==> config.mk <==
export PLATFORM = sky130hd
export DESIGN_NAME = cib_top
export DESIGN_NICKNAME = d
export VERILOG_FILES = /design/src/hw/cib_top.v
export VERILOG_INCLUDE_DIRS = /design/src /design/src/hw
export SDC_FILE = /design/constraint.sdc
export NUM_CORES = 1
export LEC_CHECK = 0
export BUFFER_PORTS_ARGS = -buffer_cell sky130_fd_sc_hd__buf_4
export CORE_AREA = 2 2 134 123
export CTS_CLUSTER_SIZE = 10
export DETAILED_ROUTE_END_ITERATION = 8
export DIE_AREA = 0 0 136 125
export GPL_ROUTABILITY_DRIVEN = 0
export GPL_TIMING_DRIVEN = 1
export PLACE_DENSITY = 0.75
export SYNTH_ARGS = -nofsm -noshare
export SYNTH_HDL_FRONTEND = slang
export SYNTH_SLANG_ARGS = --single-unit
==> constraint.sdc <==
create_clock -name clk_i -period 3.8 [get_ports clk_i]
set_clock_uncertainty 0.1 [all_clocks]
set_input_delay 0.76 -clock clk_i [delete_from_list [all_inputs] [get_ports clk_i]]
set_output_delay 0.76 -clock clk_i [all_outputs]
set_load 0.05 [all_outputs]
==> src/hw/cib_consts.vh <==
// register map, field positions, reset values and axi answers for the can irq block
`ifndef CIB_CONSTS_VH
`define CIB_CONSTS_VH
// register indices; byte address is four times the index
`define CIB_IDX_IR 8'h03
`define CIB_IDX_IER 8'h04
`define CIB_IDX_RIL 8'h05
`define CIB_IDX_BIT_TIMING_PRESCALE_JUMP 8'h06
`define CIB_IDX_MODE 8'h10
`define CIB_IDX_CMD 8'h11
`define CIB_IDX_STAT 8'h12
// flag and enable bit positions
`define CIB_BEI 7
`define CIB_ALI 6
`define CIB_EPI 5
`define CIB_WUI 4
`define CIB_DOI 3
`define CIB_EI 2
`define CIB_TI 1
`define CIB_RI 0
// mode and command bits
`define CIB_MODE_RST 0
`define CIB_MODE_SLEEP 1
`define CIB_CMD_RRB 0
// reset values
`define CIB_RST_IER 8'h00
`define CIB_RST_RIL 8'h00
`define CIB_RST_BIT_TIMING_PRESCALE_JUMP 8'h00
`define CIB_RST_MODE 2'h1
// axi answers
`define CIB_RESP_OKAY 2'h0
`define CIB_RESP_DECERR 2'h3
`endif

==> src/hw/cib_top.v <==
// can interrupt enable, receive level and prescaler/jump-width logic
//
// Added by the designer: the AXI4-Lite slave port.
`timescale 1ns/1ps
`include "cib_consts.vh"

module cib_top (
	// clock and reset
	input wire clk_i,
	input wire rst_i,
	// axi4-lite write address and data
	input wire [11:0] s_axi_awaddr_i,
	input wire s_axi_awvalid_i,
	output wire s_axi_awready_o,
	input wire [31:0] s_axi_wdata_i,
	input wire [3:0] s_axi_wstrb_i,
	input wire s_axi_wvalid_i,
	output wire s_axi_wready_o,
	// axi4-lite write response
	output wire [1:0] s_axi_bresp_o,
	output wire s_axi_bvalid_o,
	input wire s_axi_bready_i,
	// axi4-lite read
	input wire [11:0] s_axi_araddr_i,
	input wire s_axi_arvalid_i,
	output wire s_axi_arready_o,
	output wire [31:0] s_axi_rdata_o,
	output wire [1:0] s_axi_rresp_o,
	output wire s_axi_rvalid_o,
	input wire s_axi_rready_i,
	// events and status from the protocol engine
	input wire bus_err_i,
	input wire arb_lost_i,
	input wire err_passive_i,
	input wire wake_i,
	input wire bus_busy_i,
	input wire overrun_i,
	input wire err_status_i,
	input wire bus_status_i,
	input wire tx_buf_free_i,
	// completed receptions into the message fifo
	input wire rx_msg_done_i,
	input wire rx_hi_prio_i,
	input wire [6:0] rx_msg_bytes_i,
	input wire [6:0] rx_rel_bytes_i,
	// bit timing inputs
	input wire [5:0] bit_len_i,
	input wire resync_edge_i,
	input wire [4:0] phase_err_i,
	// outputs
	output wire int_n_o,
	output wire reset_mode_o,
	output wire sleep_o,
	output wire rx_release_o,
	output wire [5:0] baud_prescaler_o,
	output wire [1:0] resync_jump_width_o,
	output wire scl_tick_o,
	output wire bit_start_o
);

	// register index from a byte address
	function [7:0] cib_idx;
		input [11:0] addr;
		begin
			cib_idx = addr[9:2];
		end
	endfunction

	// magnitude of a signed phase error, clamped to the jump width
	function [2:0] cib_clamp;
		input [4:0] err;
		input [2:0] lim;
		reg [4:0] m;
		begin
			m = err[4] ? (~err + 5'h01) : err;
			cib_clamp = (m > {2'b00, lim}) ? lim : m[2:0];
		end
	endfunction

	////////////////////////////////////////////////////////////////////
	// declarations

	reg [7:0] ier_q;
	reg [7:0] ril_q;
	reg [7:0] bit_timing_prescale_jump_q;
	reg [1:0] mode_q;
	reg [7:0] ir_q;
	reg [7:0] ir_d;
	reg int_n_q;
	reg rel_q;
	reg aw_have_q;
	reg w_have_q;
	reg aw_rdy_q;
	reg w_rdy_q;
	reg ar_rdy_q;
	reg [2:0] jump_amt;
	reg [11:0] awaddr_q;
	reg [31:0] wdata_q;
	reg [3:0] wstrb_q;
	reg bvalid_q;
	reg [1:0] bresp_q;
	reg rvalid_q;
	reg [31:0] rdata_q;
	reg [1:0] rresp_q;
	reg [6:0] msgs_q;
	reg [6:0] bytes_q;
	reg [6:0] msgs_d;
	reg [6:0] bytes_d;
	reg ep_q;
	reg ov_q;
	reg es_q;
	reg bs_q;
	reg tb_q;
	reg [6:0] pre_q;
	reg scl_q;
	reg [5:0] qcnt_q;
	reg [5:0] adj_len_q;
	reg bit_start_q;
	reg [7:0] rd_val;
	reg rd_ok;
	wire aw_hs;
	wire w_hs;
	wire ar_hs;
	wire wr_go;
	wire [7:0] wr_idx;
	wire wr_lane;
	wire wr_ier;
	wire wr_ril;
	wire wr_btr;
	wire wr_mode;
	wire wr_cmd;
	wire wr_map;
	wire rd_ir;
	wire sleep_try;
	wire sleep_refused;
	wire rel_go;
	wire rx_lvl_hit;
	wire [1:0] resync_jump_width;
	wire [2:0] sjw_q;
	wire [5:0] len_eff;

	////////////////////////////////////////////////////////////////////
	// axi4-lite handshakes; one write and one read in flight

	assign aw_hs = s_axi_awvalid_i & aw_rdy_q;
	assign w_hs = s_axi_wvalid_i & w_rdy_q;
	assign ar_hs = s_axi_arvalid_i & ar_rdy_q;
	assign wr_go = aw_have_q & w_have_q & ~bvalid_q;
	assign wr_idx = cib_idx(awaddr_q);
	// all registers are eight bits wide, so only lane 0 writes
	assign wr_lane = wr_go & wstrb_q[0];
	assign wr_ier = wr_lane & (wr_idx == `CIB_IDX_IER);
	assign wr_ril = wr_lane & (wr_idx == `CIB_IDX_RIL);
	assign wr_btr = wr_lane & (wr_idx == `CIB_IDX_BIT_TIMING_PRESCALE_JUMP)
		& mode_q[`CIB_MODE_RST];
	assign wr_mode = wr_lane & (wr_idx == `CIB_IDX_MODE);
	assign wr_cmd = wr_lane & (wr_idx == `CIB_IDX_CMD);
	assign wr_map = (wr_idx == `CIB_IDX_IR) | (wr_idx == `CIB_IDX_IER)
		| (wr_idx == `CIB_IDX_RIL) | (wr_idx == `CIB_IDX_BIT_TIMING_PRESCALE_JUMP)
		| (wr_idx == `CIB_IDX_MODE) | (wr_idx == `CIB_IDX_CMD)
		| (wr_idx == `CIB_IDX_STAT);
	assign rd_ir = ar_hs & (cib_idx(s_axi_araddr_i) == `CIB_IDX_IR);

	// address and data latch independently, in either order
	always @(posedge clk_i or posedge rst_i) begin
		if (rst_i) begin
			aw_have_q <= 1'b0;
			w_have_q <= 1'b0;
			aw_rdy_q <= 1'b1;
			w_rdy_q <= 1'b1;
			awaddr_q <= 12'h000;
			wdata_q <= 32'h0000_0000;
			wstrb_q <= 4'h0;
			bvalid_q <= 1'b0;
			bresp_q <= `CIB_RESP_OKAY;
		end else begin
			if (aw_hs) begin
				aw_have_q <= 1'b1;
				aw_rdy_q <= 1'b0;
				awaddr_q <= s_axi_awaddr_i;
			end
			if (w_hs) begin
				w_have_q <= 1'b1;
				w_rdy_q <= 1'b0;
				wdata_q <= s_axi_wdata_i;
				wstrb_q <= s_axi_wstrb_i;
			end
			if (wr_go) begin
				aw_have_q <= 1'b0;
				w_have_q <= 1'b0;
				bvalid_q <= 1'b1;
				bresp_q <= wr_map ? `CIB_RESP_OKAY
					: `CIB_RESP_DECERR;
			end else if (bvalid_q & s_axi_bready_i) begin
				bvalid_q <= 1'b0;
				aw_rdy_q <= 1'b1;
				w_rdy_q <= 1'b1;
			end
		end
	end

	// read mux; reserved upper bits read as zero
	always @* begin
		rd_val = 8'h00;
		rd_ok = 1'b1;
		case (cib_idx(s_axi_araddr_i))
			`CIB_IDX_IR: rd_val = ir_q;
			`CIB_IDX_IER: rd_val = ier_q;
			`CIB_IDX_RIL: rd_val = ril_q;
			`CIB_IDX_BIT_TIMING_PRESCALE_JUMP: rd_val = bit_timing_prescale_jump_q;
			`CIB_IDX_MODE: rd_val = {6'h00, mode_q};
			`CIB_IDX_CMD: rd_val = 8'h00;
			`CIB_IDX_STAT: rd_val = {1'b0, msgs_q};
			default: rd_ok = 1'b0;
		endcase
	end

	// read data is captured at the address handshake
	always @(posedge clk_i or posedge rst_i) begin
		if (rst_i) begin
			rvalid_q <= 1'b0;
			ar_rdy_q <= 1'b1;
			rdata_q <= 32'h0000_0000;
			rresp_q <= `CIB_RESP_OKAY;
		end else if (ar_hs) begin
			rvalid_q <= 1'b1;
			ar_rdy_q <= 1'b0;
			rdata_q <= {24'h00_0000, rd_val};
			rresp_q <= rd_ok ? `CIB_RESP_OKAY : `CIB_RESP_DECERR;
		end else if (rvalid_q & s_axi_rready_i) begin
			rvalid_q <= 1'b0;
			ar_rdy_q <= 1'b1;
		end
	end

	////////////////////////////////////////////////////////////////////
	// configuration registers

	// a sleep request is refused while the bus is busy or a flag waits
	assign sleep_try = wr_mode & wdata_q[`CIB_MODE_SLEEP]
		& ~mode_q[`CIB_MODE_SLEEP];
	assign sleep_refused = sleep_try & (bus_busy_i | (|ir_q));

	always @(posedge clk_i or posedge rst_i) begin
		if (rst_i) begin
			ier_q <= `CIB_RST_IER;
			ril_q <= `CIB_RST_RIL;
			bit_timing_prescale_jump_q <= `CIB_RST_BIT_TIMING_PRESCALE_JUMP;
			mode_q <= `CIB_RST_MODE;
			rel_q <= 1'b0;
		end else begin
			if (wr_ier)
				ier_q <= wdata_q[7:0];
			if (wr_ril)
				ril_q <= wdata_q[7:0];
			// operating-mode writes are dropped, answer stays okay
			if (wr_btr)
				bit_timing_prescale_jump_q <= wdata_q[7:0];
			if (wr_mode) begin
				mode_q[`CIB_MODE_RST] <= wdata_q[`CIB_MODE_RST];
				if (!sleep_refused)
					mode_q[`CIB_MODE_SLEEP] <=
						wdata_q[`CIB_MODE_SLEEP];
			end else if (wake_i & mode_q[`CIB_MODE_SLEEP]) begin
				mode_q[`CIB_MODE_SLEEP] <= 1'b0;
			end
			rel_q <= rel_go;
		end
	end

	////////////////////////////////////////////////////////////////////
	// receive fifo accounting; only complete messages count

	assign rel_go = wr_cmd & wdata_q[`CIB_CMD_RRB] & (msgs_q != 7'h00);

	always @* begin
		msgs_d = msgs_q;
		bytes_d = bytes_q;
		if (rx_msg_done_i) begin
			msgs_d = msgs_d + 7'h01;
			bytes_d = bytes_d + rx_msg_bytes_i;
		end
		if (rel_go) begin
			msgs_d = msgs_d - 7'h01;
			bytes_d = bytes_d - rx_rel_bytes_i;
		end
		// a reset-mode fifo is empty
		if (mode_q[`CIB_MODE_RST]) begin
			msgs_d = 7'h00;
			bytes_d = 7'h00;
		end
	end

	always @(posedge clk_i or posedge rst_i) begin
		if (rst_i) begin
			msgs_q <= 7'h00;
			bytes_q <= 7'h00;
		end else begin
			msgs_q <= msgs_d;
			bytes_q <= bytes_d;
		end
	end

	// level zero degenerates to any whole message present
	assign rx_lvl_hit = (msgs_d != 7'h00)
		& ({1'b0, bytes_d} > ril_q);

	////////////////////////////////////////////////////////////////////
	// interrupt flags; a new event in a clearing read still lands

	always @* begin
		ir_d = ir_q;
		if (rd_ir)
			ir_d[7:1] = 7'h00;
		if (ier_q[`CIB_BEI] & bus_err_i)
			ir_d[`CIB_BEI] = 1'b1;
		if (ier_q[`CIB_ALI] & arb_lost_i)
			ir_d[`CIB_ALI] = 1'b1;
		if (ier_q[`CIB_EPI] & (err_passive_i ^ ep_q))
			ir_d[`CIB_EPI] = 1'b1;
		if (ier_q[`CIB_WUI] & ((wake_i & mode_q[`CIB_MODE_SLEEP])
			| sleep_refused))
			ir_d[`CIB_WUI] = 1'b1;
		if (ier_q[`CIB_DOI] & overrun_i & ~ov_q)
			ir_d[`CIB_DOI] = 1'b1;
		if (ier_q[`CIB_EI] & ((err_status_i ^ es_q)
			| (bus_status_i ^ bs_q)))
			ir_d[`CIB_EI] = 1'b1;
		if (ier_q[`CIB_TI] & tx_buf_free_i & ~tb_q)
			ir_d[`CIB_TI] = 1'b1;
		// release drops the flag; it returns if a message is left
		if (rel_go)
			ir_d[`CIB_RI] = msgs_d != 7'h00;
		if (rx_lvl_hit | (rx_msg_done_i & rx_hi_prio_i))
			ir_d[`CIB_RI] = 1'b1;
		// the enable masks the receive flag at once
		if (!ier_q[`CIB_RI])
			ir_d[`CIB_RI] = 1'b0;
	end

	// previous levels for edge detection on synchronous status
	always @(posedge clk_i or posedge rst_i) begin
		if (rst_i) begin
			ir_q <= 8'h00;
			int_n_q <= 1'b1;
			ep_q <= 1'b0;
			ov_q <= 1'b0;
			es_q <= 1'b0;
			bs_q <= 1'b0;
			tb_q <= 1'b1;
		end else begin
			ir_q <= ir_d;
			int_n_q <= ~(|ir_d);
			ep_q <= err_passive_i;
			ov_q <= overrun_i;
			es_q <= err_status_i;
			bs_q <= bus_status_i;
			tb_q <= tx_buf_free_i;
		end
	end

	////////////////////////////////////////////////////////////////////
	// quantum prescaler: one tick every 2*(prescaler+1) clocks

	always @(posedge clk_i or posedge rst_i) begin
		if (rst_i) begin
			pre_q <= 7'h00;
			scl_q <= 1'b0;
		end else if (pre_q >= {bit_timing_prescale_jump_q[5:0], 1'b1}) begin
			pre_q <= 7'h00;
			scl_q <= 1'b1;
		end else begin
			pre_q <= pre_q + 7'h01;
			scl_q <= 1'b0;
		end
	end

	////////////////////////////////////////////////////////////////////
	// bit timer with resynchronisation

	// phase error is signed quanta: positive lengthens the bit
	assign resync_jump_width = bit_timing_prescale_jump_q[7:6];
	assign sjw_q = {1'b0, resync_jump_width} + 3'h1;
	// the jump is clamped; shortening is capped the same way
	assign len_eff = adj_len_q;

	always @* begin
		jump_amt = cib_clamp(phase_err_i, sjw_q);
	end

	always @(posedge clk_i or posedge rst_i) begin
		if (rst_i) begin
			qcnt_q <= 6'h00;
			adj_len_q <= 6'h00;
			bit_start_q <= 1'b0;
		end else begin
			bit_start_q <= 1'b0;
			if (resync_edge_i) begin
				// every edge retunes the running bit
				if (phase_err_i[4])
					adj_len_q <= bit_len_i - {3'h0, jump_amt};
				else
					adj_len_q <= bit_len_i + {3'h0, jump_amt};
			end else if (scl_q) begin
				if (qcnt_q + 6'h01 >= len_eff) begin
					qcnt_q <= 6'h00;
					bit_start_q <= 1'b1;
					adj_len_q <= bit_len_i;
				end else begin
					qcnt_q <= qcnt_q + 6'h01;
				end
			end
		end
	end

	////////////////////////////////////////////////////////////////////
	// outputs

	assign s_axi_awready_o = aw_rdy_q;
	assign s_axi_wready_o = w_rdy_q;
	assign s_axi_bresp_o = bresp_q;
	assign s_axi_bvalid_o = bvalid_q;
	assign s_axi_arready_o = ar_rdy_q;
	assign s_axi_rdata_o = rdata_q;
	assign s_axi_rresp_o = rresp_q;
	assign s_axi_rvalid_o = rvalid_q;
	assign int_n_o = int_n_q;
	assign reset_mode_o = mode_q[`CIB_MODE_RST];
	assign sleep_o = mode_q[`CIB_MODE_SLEEP];
	assign rx_release_o = rel_q;
	assign baud_prescaler_o = bit_timing_prescale_jump_q[5:0];
	assign resync_jump_width_o = bit_timing_prescale_jump_q[7:6];
	assign scl_tick_o = scl_q;
	assign bit_start_o = bit_start_q;

endmodule

Yosys cells after proc, flatten, opt, wreduce, memory -nomap -nowiden
Index checks and enable logic that the tools add are counted.
{ "totals": {"output_inout_bits": 55, "reg_bits": 114, "word_cells": 181, "in_bits": 104} }
{ "classes": {"eq_ne": 15, "bitwise_logic": 52, "n_reduce_logical": 15, "muxes": 52, "n_addsub": 10, "magnitude_cmp": 4} }
{ "ops": {"columns": ["cell", "count"], "rows": [
  ["$mux 7", 8],
  ["$eq 8x3->1 const B", 6],
  ["$eq 8x5->1 const B", 6],
  ["$pmux 8 s6", 1],
  ["$mux 1", 34],
  ["$and 1x1->1", 32],
  ["$mux 6", 5],
  ["$eq 8x2->1 const B", 2],
  ["$reduce_or 8->1", 2],
  ["$add 7x1->7 const B", 2],
  ["$reduce_bool 2->1", 7],
  ["$reduce_bool 7->1", 2],
  ["$or 1x1->1", 10],
  ["$gt 7x8->1", 1],
  ["$add 7x7->7", 1],
  ["$ge 7x7->1", 1],
  ["$reduce_or 7->1", 1],
  ["$sub 7x1->7 const B", 1],
  ["$sub 7x7->7", 1],
  ["$add 6x1->6 const B", 1],
  ["$add 6x3->6", 1],
  ["$ge 6x6->1", 1],
  ["$not 1->1", 6],
  ["$reduce_and 2->1", 3],
  ["10 further kinds", 13]
]} }

Depth between registers and ports, before layout
{ "logic_depth": {"depth_word": 15, "ltp_mapped": 23, "depth_no_buf": 23} }

Worst setup path after synthesis
OpenSTA, ideal clock, no wires.
{ "synth_path": {"kind": "input-to-reg", "from": "in phase_err_i[0]", "to": "reg adj_len_q[5]", "arrival_ps": 4448, "required_ps": 3563, "stages": 22, "path_slack_ps": -885, "setup_ps": 137, "path_buffers": 0, "path_cell_list": "inv_1 ha_1 nand2_1 o21ai_0 ha_1 nor2b_1 o21ai_0 a32oi_1 nor2_1 a21o_1 inv_1 ha_1 ha_1 inv_1 mux2_2 ha_1 o21a_1 o21ai_1 mux2i_1 a2111oi_0 xor2_1 a21oi_1"} }
{ "synth_via": {"elab_chain_cells": 8, "elab_cells_between_ends": 9} }
{ "synth_rtl": {"columns": ["element", "line_no", "source"], "rows": [
  ["from (decl)", "cib_top.v:49", "input wire [4:0] phase_err_i,"],
  ["$not 5->5", "cib_top.v:75", "m = err[4] ? (~err + 5'h01) : err;"],
  ["$add 5x1->5", "cib_top.v:75", null],
  ["$mux 5 *", "cib_top.v:75", null],
  ["$gt 5x3->1", "cib_top.v:76", "cib_clamp = (m > {2'b00, lim}) ? lim : m[2:0];"],
  ["$mux 3 *", "cib_top.v:76", null],
  ["$add 6x3->6 or $sub 6x3->6 (tied branches)", "cib_top.v:403, cib_top.v:401", null],
  ["$mux 6 *", "cib_top.v:400", "if (phase_err_i[4])"],
  ["$mux 6 *", "cib_top.v:398", "if (resync_edge_i) begin"],
  ["to (signal assigned)", "cib_top.v:401", "adj_len_q <= bit_len_i - {3'h0, jump_amt};"],
  ["to (signal assigned)", "cib_top.v:403", "adj_len_q <= bit_len_i + {3'h0, jump_amt};"],
  ["to (signal assigned)", "cib_top.v:408", "adj_len_q <= bit_len_i;"],
  ["to (decl)", "cib_top.v:117", "reg [5:0] adj_len_q;"]
]} }
Mark *: on every way between the ends. The rest lies on a longest branch, timed or not.
A chain may end at the register's enable or synchronous reset.

Worst setup path in the final report
Ends and elaborated chain as after synthesis.

==> flow_metrics.env <==
export IMPL_yosys_most_used_dff="dfrtp_1"
export IMPL_hold_end="ir_q[3]"
export IMPL_path_clk_slew_ps=80
export IMPL_seq_area_frac_synth=0.399
export IMPL_coreArea_sq_mm=0.0157
export IMPL_cts_buffer_depth=2
export IMPL_grt_pass1_wl_um=26900
export IMPL_wl_met3_um=805
export IMPL_cts_tree="done"
export IMPL_drt_iter0_markers=317
export IMPL_cp_arrival_ps=4200
export IMPL_num_io_pins=159
export IMPL_grt_max_degree=60
export IMPL_setup_slack_ps=-257
export IMPL_drive_gt1_frac=0.315
export IMPL_violations="setup timing"
export IMPL_end_kind="flop"
export IMPL_ff2ff_setup_slack_ps=-190
export IMPL_ant_nets=0
export IMPL_syn_area_sq_mm=0.00691
export IMPL_vdd_ir_drop_worst_mv=0.476
export IMPL_routed_wl_um=16700
export IMPL_start_util=0.439
export IMPL_syn_inst=725
export IMPL_path_class="input port to flop"
export IMPL_via_count=5743
export IMPL_rows=44
export IMPL_crit_fanout=4
export IMPL_diodes=0
export IMPL_crit_family="compound AO/OA/AOI/OAI gates"
export IMPL_rsz0062_at_grt="true"
export IMPL_fin_nets=1030
export IMPL_yosys_warnings=0
export IMPL_routedWlPerCell_um=15.3
export IMPL_grt_usage=0.198
export IMPL_min_path_cells=1
export IMPL_ys_top_cells_by_area="dfrtp_1 38%, ha_1 8.7%, mux2_2 5.7%, nand2_1 3.9%, mux2i_1 3.2%"
export IMPL_relSlewSlack=0.494
export IMPL_vias_per_cell=5.28
export IMPL_power_per_cell_area_mw_per_mm2=622
export IMPL_r2r_cells=20
export IMPL_period_share=1.07
export IMPL_synth_seq_cells=110
export IMPL_cts_sinks=110
export IMPL_met2_length_um=7860
export IMPL_critPathLaunchType="input port"
export IMPL_ys_types=72
export IMPL_synth_common_cells="104 x dfrtp_1, 71 x nand2_1, 58 x inv_1"
export IMPL_final_util=0.562
export IMPL_fin_crit_ps=4060
export IMPL_antenna_found_initial=0
export IMPL_holdBufCountCts=0
export IMPL_die_y_um=125
export IMPL_cts_root_buf="clkbuf_16"
export IMPL_nFillCells=1419
export IMPL_final_max_slew_viol_count=0
export IMPL_yosysMostFrequentCell="dfrtp_1"
export IMPL_crit_buf_inv=4
export IMPL_power_mw=5.51
export IMPL_maxCapViolations=0
export IMPL_first_global_vias=5503
export IMPL_hold_viol_final=0
export IMPL_cts_htree_levels=3
export IMPL_synth_edf_count=0
export IMPL_hold_start="ov_q"
export IMPL_cpMostUsedCell="ha_4"
export IMPL_crit_chain="buf_12 > inv_12 > ha_4 > nand2b_4 > xnor2_2 > ha_1 > a32oi_2 > nor2_2 > nor2_1 > a21o_1 > inv_2 > ha_4 > inv_2 > mux2_4 > ha_4 > nor2b_1 > o21a_1 > o21ai_2 > mux2i_1 > a2111oi_2 > xor2_1 > a21oi_1"
export IMPL_die_area_sq_mm=0.0170
export IMPL_area_growth_pct=28.1
export IMPL_status="finished, violations left"
export IMPL_max_freq_ghz=0.246
export IMPL_setup_viol=3
export IMPL_insertion_delay_ps=360
export IMPL_cp_slowest_cell="ha_1"
export IMPL_die_x_um=136
export IMPL_overflow=0
export IMPL_port_buffers=99
export IMPL_synth_async_reset_ratio=1.00
export IMPL_max_stage_delay_ps=330
export IMPL_power_leakage_nw=4.18
export IMPL_firstDrtPassIters=5
export IMPL_maxUsedRoutingLayer="met4"
export IMPL_synth_area_per_cell_sq_um=9.53
export IMPL_tightest_slew_ps=759
export IMPL_cts_made_buffers=9
export IMPL_yosysTopAreaCellShare=0.377
export IMPL_pre_cts_slack_ps=-744
export IMPL_hpwl_um=12500
export IMPL_met1Wirelength_um=7800
export IMPL_crit_required_ps=3940
export IMPL_r2r_start="bytes_q[1]"
export IMPL_worstReg2RegEnd="int_n_o"
export IMPL_yosysTopAreaCell="dfrtp_1"
export IMPL_hold_path_class="flop to flop"
export IMPL_drc_errors=0
layout make-up:
cell class / count / area [sq um] / area share
Multi-Input combinational cell: 534 / 4060 / 0.459
Sequential cell: 110 / 2760 / 0.312
Timing Repair Buffer: 162 / 1240 / 0.141
Tap cell: 207 / 259 / 0.0293
Inverter: 58 / 240 / 0.0271
Clock buffer: 10 / 229 / 0.0259
Clock inverter: 6 / 53.8 / 0.00608
worst reg2reg max path, delay by kind of cell (launching register included):
family / cells / cell delay, ps
xor gates and xnor gates: 2 / 190
muxes: 2 / 490
DFF: 1 / 430
buffers and inverters: 1 / 130
AOI/OAI and AO/OA: 9 / 1400
and+or+nand+nor: 3 / 380
adders and majority gates: 3 / 810
cell families (layout without fill, tap and decap cells):
group                    Yosys count  after routing  share of synthesized area
AO/OA/AOI/OAI                    150            150                      0.135
XOR/XNOR                          39             39                     0.0494
adder cells (fa/ha/maj)           52             52                     0.0970
buffers and inverters            104            236                     0.0728
flip-flops                       110            110                      0.399
multiplexers                      57             57                     0.0889
other                              1             24                   0.000543
AND/OR/NAND/NOR                  212            212                      0.156
how the worst max path moves through the flow:
| stage | from | to | slack (ps) | cells after the start |
|---|---|---|---|---|
| 6_report | phase_err_i[0] | adj_len_q[5] | -260 | 22 |
| 5_1_grt | phase_err_i[1] | adj_len_q[5] | -470 | 24 |
| 4_1_cts | phase_err_i[1] | adj_len_q[5] | -330 | 24 |
| 3_5_place_dp | phase_err_i[0] | adj_len_q[5] | -740 | 24 |
| 3_3_place_gp | phase_err_i[0] | adj_len_q[5] | -680 | 23 |
| 2_1_floorplan | phase_err_i[0] | adj_len_q[5] | -450 | 22 |
power by group:
| group | leakage [nW] | internal, mW | switching (mW) | total (mW) |
|---|---|---|---|---|
| sequential | 1.40 | 1.49 | 0.336 | 1.83 |
| clock | 0.141 | 0.459 | 0.466 | 0.925 |
| combinational | 2.64 | 1.33 | 1.42 | 2.75 |
| total | 4.18 | 3.29 | 2.22 | 5.51 |
per-layer routing:
metal / vias up / GRT usage
met3: 12 / 0.0406
met2: 166 / 0.314
met1: 2763 / 0.279
met4: 0 / 0.0496
li1: 2802 / -
met5: - / 0
state kept, by name (all words and copies together) (netlist names), 2 cells and up:
register / cells
awaddr_q: 8
bit_timing_prescale_jump_q: 8
ier_q: 8
ir_q: 8
ril_q: 8
s_axi_rdata_o: 8
wdata_q: 8
bytes_q: 7
msgs_q: 7
pre_q: 7
adj_len_q: 6
qcnt_q: 6
mode_q: 2
through the flow:
step                TNS, ps  cells  hold WS, ps  cell area, sq um
detailed placement    -3140   1060          364              8290
finish                 -664   1087          373              8850
floorplan              -939    748          334              7170
CTS                    -794   1085          368              8740
global placement      -2730   1060          356              8290
global route          -1410   1087          382              8850
what timing repair did:
| item | CTS | global route |
|---|---|---|
| pin swaps | 38 | 19 |
| buffers inserted | 9 | 2 |
| endpoints found under the setup margin | 4 | 6 |
| resized for setup | 21 | 15 |
cells in the final DEF, fill, tap and decap left out, drive strengths merged, types with 5 or more instances in the layout:
cell type | Yosys | routed
nor3 | 15 | 15
xnor2 | 20 | 20
o21ai | 62 | 62
a211oi | 5 | 5
or4 | 5 | 5
nor4 | 8 | 8
nand3 | 12 | 12
nor2b | 11 | 11
a21oi | 33 | 33
nand3b | 5 | 5
conb | 1 | 24
buf | 30 | 162
a21o | 10 | 10
clkbuf | 16 | 10
dfstp | 6 | 6
and3 | 8 | 8
nand2 | 72 | 72
nand2b | 9 | 9
nor2 | 44 | 44
or3 | 6 | 6
inv | 58 | 61
mux2i | 22 | 22
ha | 48 | 48
a221o | 5 | 5
mux2 | 35 | 35
dfrtp | 104 | 104
xor2 | 19 | 19
Note: power is estimated with default switching activity, not from simulation.
